[src/shared/tmr_consts.svh]
// Purpose: Offsets, field positions and reset values of the timer channel
// Assumes: Byte offsets on the plain register port, 16-bit data
// Notes: Definitions only
`ifndef TMR_CONSTS_SVH
`define TMR_CONSTS_SVH

`define ADDR_W 28
`define DATA_W 16
`define OFS_CTL0 28'hffff640
`define OFS_IOC0 28'hffff642
`define OFS_IOC1 28'hffff643
`define OFS_IOC2 28'hffff644
`define OFS_OPT0 28'hffff645
`define OFS_CCR0 28'hffff646
`define OFS_CCR1 28'hffff648
`define OFS_CNT 28'hffff64e
`define OFS_CTL1 28'hffff661

`define BIT_RUN 7
`define BIT_TUNE 7
`define BIT_STRG 6
`define BIT_EEE 5
`define BIT_OL1 3
`define BIT_OE1 2
`define BIT_OL0 1
`define BIT_OE0 0
`define BIT_CCS1 5
`define BIT_CCS0 4
`define BIT_OVF 0

`define RST_REG8 8'h00
`define RST_CCR 16'h0000
`define CNT_IDLE 16'hffff
`define CNT_IDLE_RD 16'h0000
`define CNT_ONE 16'h0001
`define PRE_W 7

`endif

[src/shared/tmr_pkg.sv]
// Purpose: Types shared by the timer channel modules
// Assumes: Nothing
// Notes: Mode codes follow the mode field encoding
package tmr_pkg;

   typedef enum logic [2:0]
   {
      MD_INTERVAL = 3'h0,
      MD_EVENT = 3'h1,
      MD_EXT_TRIG = 3'h2,
      MD_ONE_SHOT = 3'h3,
      MD_PWM = 3'h4,
      MD_FREE_RUN = 3'h5,
      MD_PULSE_WIDTH = 3'h6,
      MD_PROHIBITED = 3'h7
   } mode_type;

   typedef enum logic [1:0]
   {
      ST_OFF = 2'h0,
      ST_WAIT = 2'h1,
      ST_RUN = 2'h3
   } chan_state_type;

endpackage

[src/shared/edge_if.sv]
// Purpose: Qualified edge pulses from a synchronised timer pin
// Assumes: Single clock domain clk_sys
// Notes: One-cycle pulses
`timescale 1ns/10ps
interface edge_if;
   logic rise;
   logic fall;
   modport src (output rise, output fall);
   modport snk (input rise, input fall);
endinterface

[src/verilog/timer_edge_sync.sv]
// Purpose: Three-stage pin synchroniser with rise and fall detection
// Assumes: Pin is asynchronous to clk_sys
// Notes: A change counts once stages two and three agree
`timescale 1ns/10ps
module timer_edge_sync
   import tmr_pkg::*;
(
   input wire logic clk_sys,
   input wire logic rst_b,
   input wire logic pin_in,
   edge_if.src edges
);

   logic s1_r;
   logic s2_r;
   logic s3_r;
   logic lvl_r;
   logic rise_r;
   logic fall_r;
   logic agree;

   assign agree = (s2_r == s3_r);

   always_ff @(posedge clk_sys or negedge rst_b)
   begin
      if (!rst_b)
      begin
         s1_r <= 1'b0;
         s2_r <= 1'b0;
         s3_r <= 1'b0;
      end
      else
      begin
         s1_r <= pin_in;
         s2_r <= s1_r;
         s3_r <= s2_r;
      end
   end

   // Accepted level and edge pulses
   always_ff @(posedge clk_sys or negedge rst_b)
   begin
      if (!rst_b)
      begin
         lvl_r <= 1'b0;
         rise_r <= 1'b0;
         fall_r <= 1'b0;
      end
      else
      begin
         if (agree)
         begin
            lvl_r <= s3_r;
         end
         rise_r <= agree & s3_r & ~lvl_r;
         fall_r <= agree & ~s3_r & lvl_r;
      end
   end

   assign edges.rise = rise_r;
   assign edges.fall = fall_r;

endmodule

[src/verilog/timer_channel.sv]
// Purpose: One 16-bit timer/event counter channel with two compare units
// Assumes: clk_sys is the peripheral clock; companion_tick is on clk_sys
// Notes: Run-enable low holds the whole channel in its idle state
`timescale 1ns/10ps
`include "tmr_consts.svh"

////////////////////////////////////////////////////////////////////////////
// Function
// - One 16-bit up-counter fed by a clock tap, external event edges or the companion tick.
// - Counter holds FFFFH while stopped, but reads back as 0000H.
// - Compare 0 write loads hidden buffer; match raises compare interrupt 0.
// - Compare 1 write loads hidden buffer; match raises compare interrupt 1.
// - Hidden buffers unreachable; reset clears buffers and registers.
// - Pin edge detector selects none, rising, falling or both edges.
// - Count source is one of eight clock taps, the event input or the companion tick.
// - Run-enable bit starts the channel; clearing it stops and resets it.
// - Clock-select codes 0 to 7 give divide by 1 up to 128.
// - Stopping clears overflow flag and restores outputs to set levels.
// - Mode field picks one of seven modes; code 7 is prohibited.
// - Software trigger acts only in trigger or one-shot mode; reads 0.
// - External-event enable switches counting to event input edges.
// - Event count mode counts event edges unless tuning mode is set.
// - Tuning mode follows companion timer; matches start conversions, not interrupts.
// - Output level bit 0 starts output high, 1 starts it low.
// - Output disabled holds the pin at the level bit's value.
// - A channel without trigger input starts pulses by software only.
// - Wrap in free-run or width mode sets overflow flag, and interrupt unless tuning mode is set.
// - Compare 0 match toggles enabled timer output 0.
module timer_channel
   import tmr_pkg::*;
#(
   parameter logic has_ext_input = 1'b1
)
(
   input wire logic clk_sys,
   input wire logic rst_b,
   input wire logic [`ADDR_W-1:0] reg_addr,
   input wire logic [`DATA_W-1:0] reg_wdata,
   input wire logic reg_wr,
   input wire logic reg_rd,
   output logic [`DATA_W-1:0] reg_rdata,
   input wire logic event_trigger_input,
   input wire logic capture_input_1,
   input wire logic companion_tick,
   output logic timer_output_0,
   output logic timer_output_1,
   output logic compare_match_irq_0,
   output logic compare_match_irq_1,
   output logic overflow_irq,
   output logic adc_start_trigger
);

   function automatic logic edge_hit(input logic [1:0] sel,
                                     input logic r, input logic f);
      edge_hit = (sel[0] & r) | (sel[1] & f);
   endfunction

   function automatic logic tap_hit(input logic [2:0] cks,
                                    input logic [`PRE_W-1:0] pre);
      logic [7:0] m;
      m = {1'b0, pre} | ~((8'h01 << cks) - 8'h01);
      tap_hit = &m;
   endfunction

   logic run_r;
   logic [2:0] cks_r;
   logic tune_r;
   logic eee_r;
   mode_type mode_r;
   logic ol1_r;
   logic oe1_r;
   logic ol0_r;
   logic oe0_r;
   logic [3:0] cap_sel_r;
   logic [1:0] ev_sel_r;
   logic [1:0] trg_sel_r;
   logic ccs1_r;
   logic ccs0_r;
   logic ovf_r;
   logic [15:0] ccr0_r;
   logic [15:0] ccr1_r;
   logic [15:0] buf0_r;
   logic [15:0] buf1_r;
   logic [15:0] cnt_r;
   logic cnt_valid_r;
   logic [`PRE_W-1:0] pre_r;
   chan_state_type st_r;
   logic tog0_r;
   logic tog1_r;
   logic [15:0] rd_mux;

   logic wr_ctl0, wr_ctl1, wr_ioc0, wr_ioc1, wr_ioc2, wr_opt0;
   logic wr_ccr0, wr_ccr1, sw_trig, trig_mode, pulse_mode, clr_mode;
   logic ext_src, tick, count_en, trig_go, cap0, cap1, cap0_clr;
   logic cc0_cmp, cc1_cmp, match0, match1, ovf_evt, wrap0;

   edge_if ev0_if();
   edge_if ev1_if();

   timer_edge_sync u_edge0
   (
      .clk_sys(clk_sys),
      .rst_b(rst_b),
      .pin_in(event_trigger_input),
      .edges(ev0_if)
   );

   timer_edge_sync u_edge1
   (
      .clk_sys(clk_sys),
      .rst_b(rst_b),
      .pin_in(capture_input_1),
      .edges(ev1_if)
   );

   ////////////////////////////////////////////////////////////////////////
   // Address decode
   assign wr_ctl0 = reg_wr && (reg_addr == `OFS_CTL0);
   assign wr_ctl1 = reg_wr && (reg_addr == `OFS_CTL1);
   assign wr_ioc0 = reg_wr && (reg_addr == `OFS_IOC0);
   assign wr_ioc1 = reg_wr && (reg_addr == `OFS_IOC1);
   assign wr_ioc2 = reg_wr && (reg_addr == `OFS_IOC2);
   assign wr_opt0 = reg_wr && (reg_addr == `OFS_OPT0);
   assign wr_ccr0 = reg_wr && (reg_addr == `OFS_CCR0);
   assign wr_ccr1 = reg_wr && (reg_addr == `OFS_CCR1);

   // Run enable and clock select
   always_ff @(posedge clk_sys or negedge rst_b)
   begin
      if (!rst_b)
      begin
         run_r <= 1'b0;
         cks_r <= 3'h0;
      end
      else if (wr_ctl0)
      begin
         run_r <= reg_wdata[`BIT_RUN];
         cks_r <= reg_wdata[2:0];
      end
   end

   always_ff @(posedge clk_sys or negedge rst_b)
   begin
      if (!rst_b)
      begin
         tune_r <= 1'b0;
         eee_r <= 1'b0;
         mode_r <= MD_INTERVAL;
      end
      else if (wr_ctl1)
      begin
         tune_r <= reg_wdata[`BIT_TUNE];
         eee_r <= reg_wdata[`BIT_EEE];
         mode_r <= mode_type'(reg_wdata[2:0]);
      end
   end

   always_ff @(posedge clk_sys or negedge rst_b)
   begin
      if (!rst_b)
      begin
         {ol1_r, oe1_r, ol0_r, oe0_r} <= 4'h0;
      end
      else if (wr_ioc0)
      begin
         ol1_r <= reg_wdata[`BIT_OL1];
         oe1_r <= reg_wdata[`BIT_OE1];
         ol0_r <= reg_wdata[`BIT_OL0];
         oe0_r <= reg_wdata[`BIT_OE0];
      end
   end

   always_ff @(posedge clk_sys or negedge rst_b)
   begin
      if (!rst_b)
      begin
         cap_sel_r <= 4'h0;
         ev_sel_r <= 2'h0;
         trg_sel_r <= 2'h0;
         {ccs1_r, ccs0_r} <= 2'h0;
      end
      else
      begin
         if (wr_ioc1)
         begin
            cap_sel_r <= reg_wdata[3:0];
         end
         if (wr_ioc2)
         begin
            ev_sel_r <= reg_wdata[3:2];
            trg_sel_r <= reg_wdata[1:0];
         end
         if (wr_opt0)
         begin
            ccs1_r <= reg_wdata[`BIT_CCS1];
            ccs0_r <= reg_wdata[`BIT_CCS0];
         end
      end
   end

   ////////////////////////////////////////////////////////////////////////
   // Count source and mode qualifiers
   assign trig_mode = (mode_r == MD_EXT_TRIG) || (mode_r == MD_ONE_SHOT);
   assign pulse_mode = trig_mode || (mode_r == MD_PWM);
   assign clr_mode = (mode_r != MD_FREE_RUN) && (mode_r != MD_PULSE_WIDTH);
   assign ext_src = (mode_r == MD_EVENT) || eee_r;
   assign tick = tune_r ? companion_tick
      : ext_src ? (has_ext_input
         & edge_hit(ev_sel_r, ev0_if.rise, ev0_if.fall))
      : tap_hit(cks_r, pre_r);
   assign count_en = run_r && (st_r == ST_RUN) && tick;

   assign sw_trig = wr_ctl1 && reg_wdata[`BIT_STRG];
   assign trig_go = run_r && trig_mode && !tune_r && (sw_trig
      || (has_ext_input
         && edge_hit(trg_sel_r, ev0_if.rise, ev0_if.fall)));

   assign cap0 = run_r && has_ext_input
      && edge_hit(cap_sel_r[1:0], ev0_if.rise, ev0_if.fall)
      && ((mode_r == MD_PULSE_WIDTH) || ((mode_r == MD_FREE_RUN) && ccs0_r));
   assign cap1 = run_r && has_ext_input
      && edge_hit(cap_sel_r[3:2], ev1_if.rise, ev1_if.fall)
      && ((mode_r == MD_PULSE_WIDTH) || ((mode_r == MD_FREE_RUN) && ccs1_r));
   assign cap0_clr = cap0 && (mode_r == MD_PULSE_WIDTH);

   assign cc0_cmp = clr_mode || ((mode_r == MD_FREE_RUN) && !ccs0_r);
   assign cc1_cmp = clr_mode || ((mode_r == MD_FREE_RUN) && !ccs1_r);
   assign match0 = count_en && cnt_valid_r && cc0_cmp
      && (cnt_r == buf0_r);
   assign match1 = count_en && cnt_valid_r && cc1_cmp
      && (cnt_r == buf1_r);
   assign wrap0 = clr_mode && match0;
   assign ovf_evt = count_en && cnt_valid_r && !clr_mode
      && (cnt_r == `CNT_IDLE);

   // Prescaler for the internal count taps
   always_ff @(posedge clk_sys or negedge rst_b)
   begin
      if (!rst_b)
      begin
         pre_r <= '0;
      end
      else if (!run_r)
      begin
         pre_r <= '0;
      end
      else
      begin
         pre_r <= pre_r + `PRE_W'(1);
      end
   end

   ////////////////////////////////////////////////////////////////////////
   // Channel state
   always_ff @(posedge clk_sys or negedge rst_b)
   begin
      if (!rst_b)
      begin
         st_r <= ST_OFF;
      end
      else if (!run_r)
      begin
         st_r <= ST_OFF;
      end
      else
      begin
         case (st_r)
            ST_OFF:
            begin
               if (trig_mode && !trig_go)
               begin
                  st_r <= ST_WAIT;
               end
               else
               begin
                  st_r <= ST_RUN;
               end
            end
            ST_WAIT:
            begin
               if (trig_go)
               begin
                  st_r <= ST_RUN;
               end
            end
            ST_RUN:
            begin
               if ((mode_r == MD_ONE_SHOT) && match0 && !trig_go)
               begin
                  st_r <= ST_WAIT;
               end
            end
            default:
            begin
               st_r <= ST_OFF;
            end
         endcase
      end
   end

   // Counter
   always_ff @(posedge clk_sys or negedge rst_b)
   begin
      if (!rst_b)
      begin
         cnt_r <= `CNT_IDLE;
         cnt_valid_r <= 1'b0;
      end
      else if (!run_r)
      begin
         cnt_r <= `CNT_IDLE;
         cnt_valid_r <= 1'b0;
      end
      else if (trig_go || cap0_clr)
      begin
         cnt_r <= '0;
         cnt_valid_r <= 1'b1;
      end
      else if (count_en)
      begin
         cnt_valid_r <= 1'b1;
         if (wrap0)
         begin
            cnt_r <= '0;
         end
         else
         begin
            cnt_r <= cnt_r + `CNT_ONE;
         end
      end
   end

   // Overflow flag: hardware set wins over a software clear
   always_ff @(posedge clk_sys or negedge rst_b)
   begin
      if (!rst_b)
      begin
         ovf_r <= 1'b0;
      end
      else if (!run_r)
      begin
         ovf_r <= 1'b0;
      end
      else if (ovf_evt)
      begin
         ovf_r <= 1'b1;
      end
      else if (wr_opt0 && !reg_wdata[`BIT_OVF])
      begin
         ovf_r <= 1'b0;
      end
   end

   // Visible compare registers and hidden buffers
   always_ff @(posedge clk_sys or negedge rst_b)
   begin
      if (!rst_b)
      begin
         ccr0_r <= `RST_CCR;
         buf0_r <= `RST_CCR;
      end
      else if (cap0)
      begin
         ccr0_r <= cnt_r;
      end
      else if (wr_ccr0)
      begin
         ccr0_r <= reg_wdata;
         buf0_r <= reg_wdata;
      end
   end

   always_ff @(posedge clk_sys or negedge rst_b)
   begin
      if (!rst_b)
      begin
         ccr1_r <= `RST_CCR;
         buf1_r <= `RST_CCR;
      end
      else if (cap1)
      begin
         ccr1_r <= cnt_r;
      end
      else if (wr_ccr1)
      begin
         ccr1_r <= reg_wdata;
         buf1_r <= reg_wdata;
      end
   end

   ////////////////////////////////////////////////////////////////////////
   // Output toggles and pins
   always_ff @(posedge clk_sys or negedge rst_b)
   begin
      if (!rst_b)
      begin
         tog0_r <= 1'b0;
         tog1_r <= 1'b0;
      end
      else if (!run_r)
      begin
         tog0_r <= 1'b0;
         tog1_r <= 1'b0;
      end
      else
      begin
         if (match0 && oe0_r)
         begin
            tog0_r <= ~tog0_r;
         end
         if (pulse_mode)
         begin
            // Active from compare 1 up to the period end
            if (match1)
            begin
               tog1_r <= 1'b1;
            end
            else if (match0 || trig_go)
            begin
               tog1_r <= 1'b0;
            end
         end
         else if (match1 && oe1_r)
         begin
            tog1_r <= ~tog1_r;
         end
      end
   end

   always_ff @(posedge clk_sys or negedge rst_b)
   begin
      if (!rst_b)
      begin
         timer_output_0 <= 1'b0;
         timer_output_1 <= 1'b0;
      end
      else
      begin
         timer_output_0 <= oe0_r ? (~ol0_r ^ tog0_r) : ol0_r;
         timer_output_1 <= oe1_r ? (~ol1_r ^ tog1_r) : ol1_r;
      end
   end

   // Event pulses
   always_ff @(posedge clk_sys or negedge rst_b)
   begin
      if (!rst_b)
      begin
         compare_match_irq_0 <= 1'b0;
         compare_match_irq_1 <= 1'b0;
         overflow_irq <= 1'b0;
         adc_start_trigger <= 1'b0;
      end
      else
      begin
         compare_match_irq_0 <= match0 && !tune_r;
         compare_match_irq_1 <= match1 && !tune_r;
         overflow_irq <= ovf_evt && !tune_r;
         adc_start_trigger <= tune_r && (match0 || match1);
      end
   end

   ////////////////////////////////////////////////////////////////////////
   // Read path; buffers have no address
   always_comb
   begin
      rd_mux = '0;
      if (reg_addr == `OFS_CTL0)
      begin
         rd_mux = {8'h00, run_r, 4'h0, cks_r};
      end
      else if (reg_addr == `OFS_CTL1)
      begin
         rd_mux = {8'h00, tune_r, 1'b0, eee_r, 2'h0, mode_r};
      end
      else if (reg_addr == `OFS_IOC0)
      begin
         rd_mux = {12'h000, ol1_r, oe1_r, ol0_r, oe0_r};
      end
      else if (reg_addr == `OFS_IOC1)
      begin
         rd_mux = {12'h000, cap_sel_r};
      end
      else if (reg_addr == `OFS_IOC2)
      begin
         rd_mux = {12'h000, ev_sel_r, trg_sel_r};
      end
      else if (reg_addr == `OFS_OPT0)
      begin
         rd_mux = {10'h000, ccs1_r, ccs0_r, 3'h0, ovf_r};
      end
      else if (reg_addr == `OFS_CCR0)
      begin
         rd_mux = ccr0_r;
      end
      else if (reg_addr == `OFS_CCR1)
      begin
         rd_mux = ccr1_r;
      end
      else if (reg_addr == `OFS_CNT)
      begin
         rd_mux = run_r ? cnt_r : `CNT_IDLE_RD;
      end
   end

   always_ff @(posedge clk_sys or negedge rst_b)
   begin
      if (!rst_b)
      begin
         reg_rdata <= '0;
      end
      else
      begin
         reg_rdata <= reg_rd ? rd_mux : 16'h0000;
      end
   end
endmodule

[config.mk]
export PLATFORM = sky130hd
export DESIGN_NAME = timer_channel
export DESIGN_NICKNAME = d
export VERILOG_FILES = /design/src/shared/tmr_pkg.sv /design/src/shared/edge_if.sv /design/src/verilog/timer_edge_sync.sv /design/src/verilog/timer_channel.sv
export VERILOG_INCLUDE_DIRS = /design/src /design/src/shared
export SDC_FILE = /design/constraint.sdc
export NUM_CORES = 1
export LEC_CHECK = 0
export BUFFER_PORTS_ARGS = -buffer_cell sky130_fd_sc_hd__buf_2
export CORE_ASPECT_RATIO = 0.6
export CORE_MARGIN = 8
export CORE_UTILIZATION = 64
export DETAILED_ROUTE_END_ITERATION = 8
export PLACE_DENSITY = 0.85
export SLEW_MARGIN = 30
export SYNTH_ARGS = -nofsm -noshare
export SYNTH_HDL_FRONTEND = slang
export SYNTH_SLANG_ARGS = --single-unit
[constraint.sdc]
create_clock -name clk_sys -period 4.45 [get_ports clk_sys]
set_input_delay 0.445 -clock clk_sys [delete_from_list [all_inputs] [get_ports clk_sys]]
set_output_delay 0.445 -clock clk_sys [all_outputs]
set_load 0.005 [all_outputs]
==> impl_metrics.ini <==
[outcome]
status = finished clean

[timing]
finalHoldViolCount = 0
setup_viol = 0
tns_ns = 0
worstMarginPinSlew_ns = 0.975
min_period_ns = 3.14
relSlewSlack_pct = 34.4
clock.fmax_mhz = 319
final.period_utilization_pct = 70.5
slew_violations = 0
clock_skew_ns = 0.0114
fin_ws_ns = 1.31
rsz0062_at_grt = no

[layout]
seq_area_mm2 = 0.00377
diodes = 0
synthToLayoutAreaGrowth_pct = 13.3
nets = 838
nFillCells = 820
finalNonFillerCells = 959
stdcell_area_mm2 = 0.00870
multiInputGateArea_mm2 = 0.00363
layout-drive-gt1-share_pct = 24.9

[global_route]
grt_use_total_pct = 27.7
grt_overflow = 0
grt_first_pass_wirelength_mm = 34.0
first_global_vias = 6585
antenna_found_initial = 0
grt_max_degree = 117

[logic_synthesis]
synth_cell_types = 56
netlist_area_mm2 = 0.00768
synth_seq_area_share_pct = 49.1
synth_cells = 729
ys_seq_elements = 150
syn_avg_cell_area_um2 = 10.5
syn_nets = 786
synthFlopType = dfrtp_1
synthArstFlopShare_pct = 100
synth-edff-count = 0
yosysWarnings = 0

[worst_setup_path]
cp.arrival_ns = 3.46
crit_path_max_fanout = 20
r2r_end = cnt_r[7]
cp_cell_sequence = xor2_1, nor4_1, nand4_1, nor2_1, a31oi_1, buf_4, o21ai_1, o211ai_1
slowest_stage = dfstp_2
r2r_start = cnt_r[13]
required_ns = 4.77
critPathMaxStageDelay_ns = 0.70
r2r_slack_ns = 1.31
cp-end-kind = flip-flop
critPathLaunchType = flip-flop
reg2reg_depth = 8
crit_type = reg -> reg

[clock_tree]
hold_buffers = 0
clkSlewWorstSetupHoldPaths_ns = 0.07
post_cts_buffers = 0
clock_sinks = 150
cts.path.max_buffers = 2
cts_buffers = 17
cts_tree = done
worstSkewPairLatency_ns = 0.43
cts_root_buf = clkbuf_16
htreeDepth = 4
post_cts_resized = 0

[die]
placementRows = 31
die-area_mm2 = 0.0159
io_pins = 73
start_util_pct = 64.7
dieHeight_um = 101
coreArea_mm2 = 0.0119
die_w_um = 157

[placement]
place_area_mm2 = 0.00812
numPlacedInstances = 926
dp_slack_ns = 1.16
hpwlAfterDp_mm = 14.1
io_buffers = 72
gp_congestion = 0.885

[pwr]
leakage_nw = 3.85
power.density_mw_per_mm2 = 328
vdd_drop_max_mv = 0.262
power_mw = 2.86

[routing]
viasPerCell = 6.59
vias = 6319
wirelength_mm = 20.9
drt_first_iter_violations = 520
wl_per_cell_um = 21.8
antenna_left = 0
drc = 0
dr.pass1.iters = 6

[worst_hold_path]
hold_class = in -> async

[flow_run]
maxCapViolCount = 0
[state kept, by name, summed over array words and instances, names as in the netlist, 2 cells and up]
| register | flops |
|---|---|
| buf0_r | 16 |
| buf1_r | 16 |
| cap_sel_r | 4 |
| ccr0_r | 16 |
| ccr1_r | 16 |
| cks_r | 3 |
| cnt_r | 16 |
| ev_sel_r | 2 |
| mode_r | 3 |
| pre_r | 7 |
| reg_rdata | 16 |
| st_r | 2 |
| trg_sel_r | 2 |
[critical path, delay by kind of cell, from the launching register on]
family / cells / cell delay (ns)
xor gates and xnor gates: 1 / 0.11
AOI/OAI and AO/OA: 3 / 0.88
and+or+nand+nor: 3 / 1.11
DFF: 1 / 0.70
buffers and inverters: 1 / 0.22
[cell type report]
| type | count | area share (%) |
|---|---|---|
| clock buffer | 20 | 5.13 |
| clock inverter | 12 | 1.37 |
| inverter | 18 | 0.777 |
| multi-input combinational | 510 | 41.7 |
| sequential | 150 | 43.4 |
| tap | 165 | 2.37 |
| timing repair buffer | 84 | 5.29 |
[per-stage QoR]
| step | util, % | hold slack (ns) |
|---|---|---|
| 6_report | 73.3 | 0.0216 |
| 3_5_place_dp | 68.4 | 0.340 |
| 3_3_place_gp | 68.4 | 0.337 |
| 4_1_cts | 73.2 | 0.113 |
| 5_1_grt | 73.3 | 0.111 |
| 2_1_floorplan | - | 0.149 |
[cell usage in the layout, fill, tap and decap left out, types with 15 or more instances in the layout]
| master | netlist | routed |
|---|---|---|
| o211ai_1 | 15 | 15 |
| mux2i_1 | 36 | 36 |
| inv_1 | 18 | 18 |
| nand4_1 | 15 | 15 |
| dfstp_2 | 16 | 16 |
| dfrtp_1 | 134 | 134 |
| clkbuf_16 | 0 | 17 |
| a21oi_1 | 45 | 45 |
| nand3_1 | 17 | 17 |
| nand2_1 | 39 | 39 |
| xor2_1 | 34 | 34 |
| mux2_2 | 55 | 55 |
| nor2_1 | 63 | 63 |
| buf_2 | 9 | 71 |
[report_power, final]
group / internal (mW) / switching (mW) / total [mW]
Combinational: 0.0287 / 0.0679 / 0.0966
Sequential: 1.37 / 0.00524 / 1.38
Clock: 0.791 / 0.592 / 1.38
Total: 2.19 / 0.665 / 2.86
[cells in the mapped netlist, types with 6 or more instances]
| master | number | area, µm² |
|---|---|---|
| o21ai_0 | 14 | 70.1 |
| mux2_2 | 55 | 619 |
| ha_1 | 6 | 75.1 |
| a22oi_1 | 7 | 52.6 |
| nand4_1 | 15 | 93.8 |
| a22o_1 | 8 | 70.1 |
| a222oi_1 | 11 | 110 |
| o2111ai_1 | 12 | 105 |
| and2_1 | 12 | 75.1 |
| nor4_1 | 14 | 87.6 |
| o211ai_1 | 15 | 113 |
| nor3_1 | 6 | 30.0 |
| mux2i_1 | 36 | 360 |
| nand2_1 | 39 | 146 |
| a31oi_1 | 7 | 43.8 |
| nor2b_1 | 11 | 68.8 |
| nand3_1 | 17 | 85.1 |
| nor2_1 | 63 | 236 |
| buf_2 | 9 | 45.0 |
| a21boi_0 | 8 | 60.1 |
| dfstp_2 | 16 | 420 |
| xor2_1 | 34 | 298 |
| inv_1 | 18 | 67.6 |
| dfrtp_1 | 134 | 3350 |
| nand2b_1 | 13 | 81.3 |
| xnor2_1 | 7 | 61.3 |
| and3_1 | 7 | 43.8 |
| clkbuf_1 | 34 | 128 |
| a21oi_1 | 45 | 225 |
[kinds of logic (layout without fill, tap and decap cells)]
logic type | Yosys count | count (layout) | synth area share, %
DFF | 150 | 150 | 49.1
AOI/OAI and AO/OA | 152 | 152 | 13.7
buffers and inverters | 69 | 134 | 3.71
muxes | 91 | 91 | 12.8
adders and majority gates | 6 | 6 | 0.977
and+or+nand+nor | 220 | 220 | 15.1
xor gates and xnor gates | 41 | 41 | 4.68
[per-layer routing]
layer  up-vias  part of all wire (%)  GRT usage (%)
li1       2757                     -              -
met1      3123                    41           37.3
met2       381                    45           42.0
met3        58                    11           7.32
met4         0                   2.3           11.2
met5         -                     0              0
[worst max-delay path by stage]
| stage | from | end | slack [ns] | cells after the start |
|---|---|---|---|---|
| 5_1_grt | cnt_r[6] | cnt_r[5] | 1.17 | 8 |
| 4_1_cts | cnt_r[13] | cnt_r[7] | 1.43 | 8 |
| 3_3_place_gp | reg_addr[7] | cnt_r[15] | 1.27 | 8 |
| 6_report | cnt_r[13] | cnt_r[7] | 1.31 | 8 |
| 2_1_floorplan | reg_addr[7] | ccr1_r[10] | 2.01 | 7 |
| 3_5_place_dp | reg_addr[7] | cnt_r[12] | 1.16 | 8 |
Note: power is estimated with default switching activity, not from simulation.
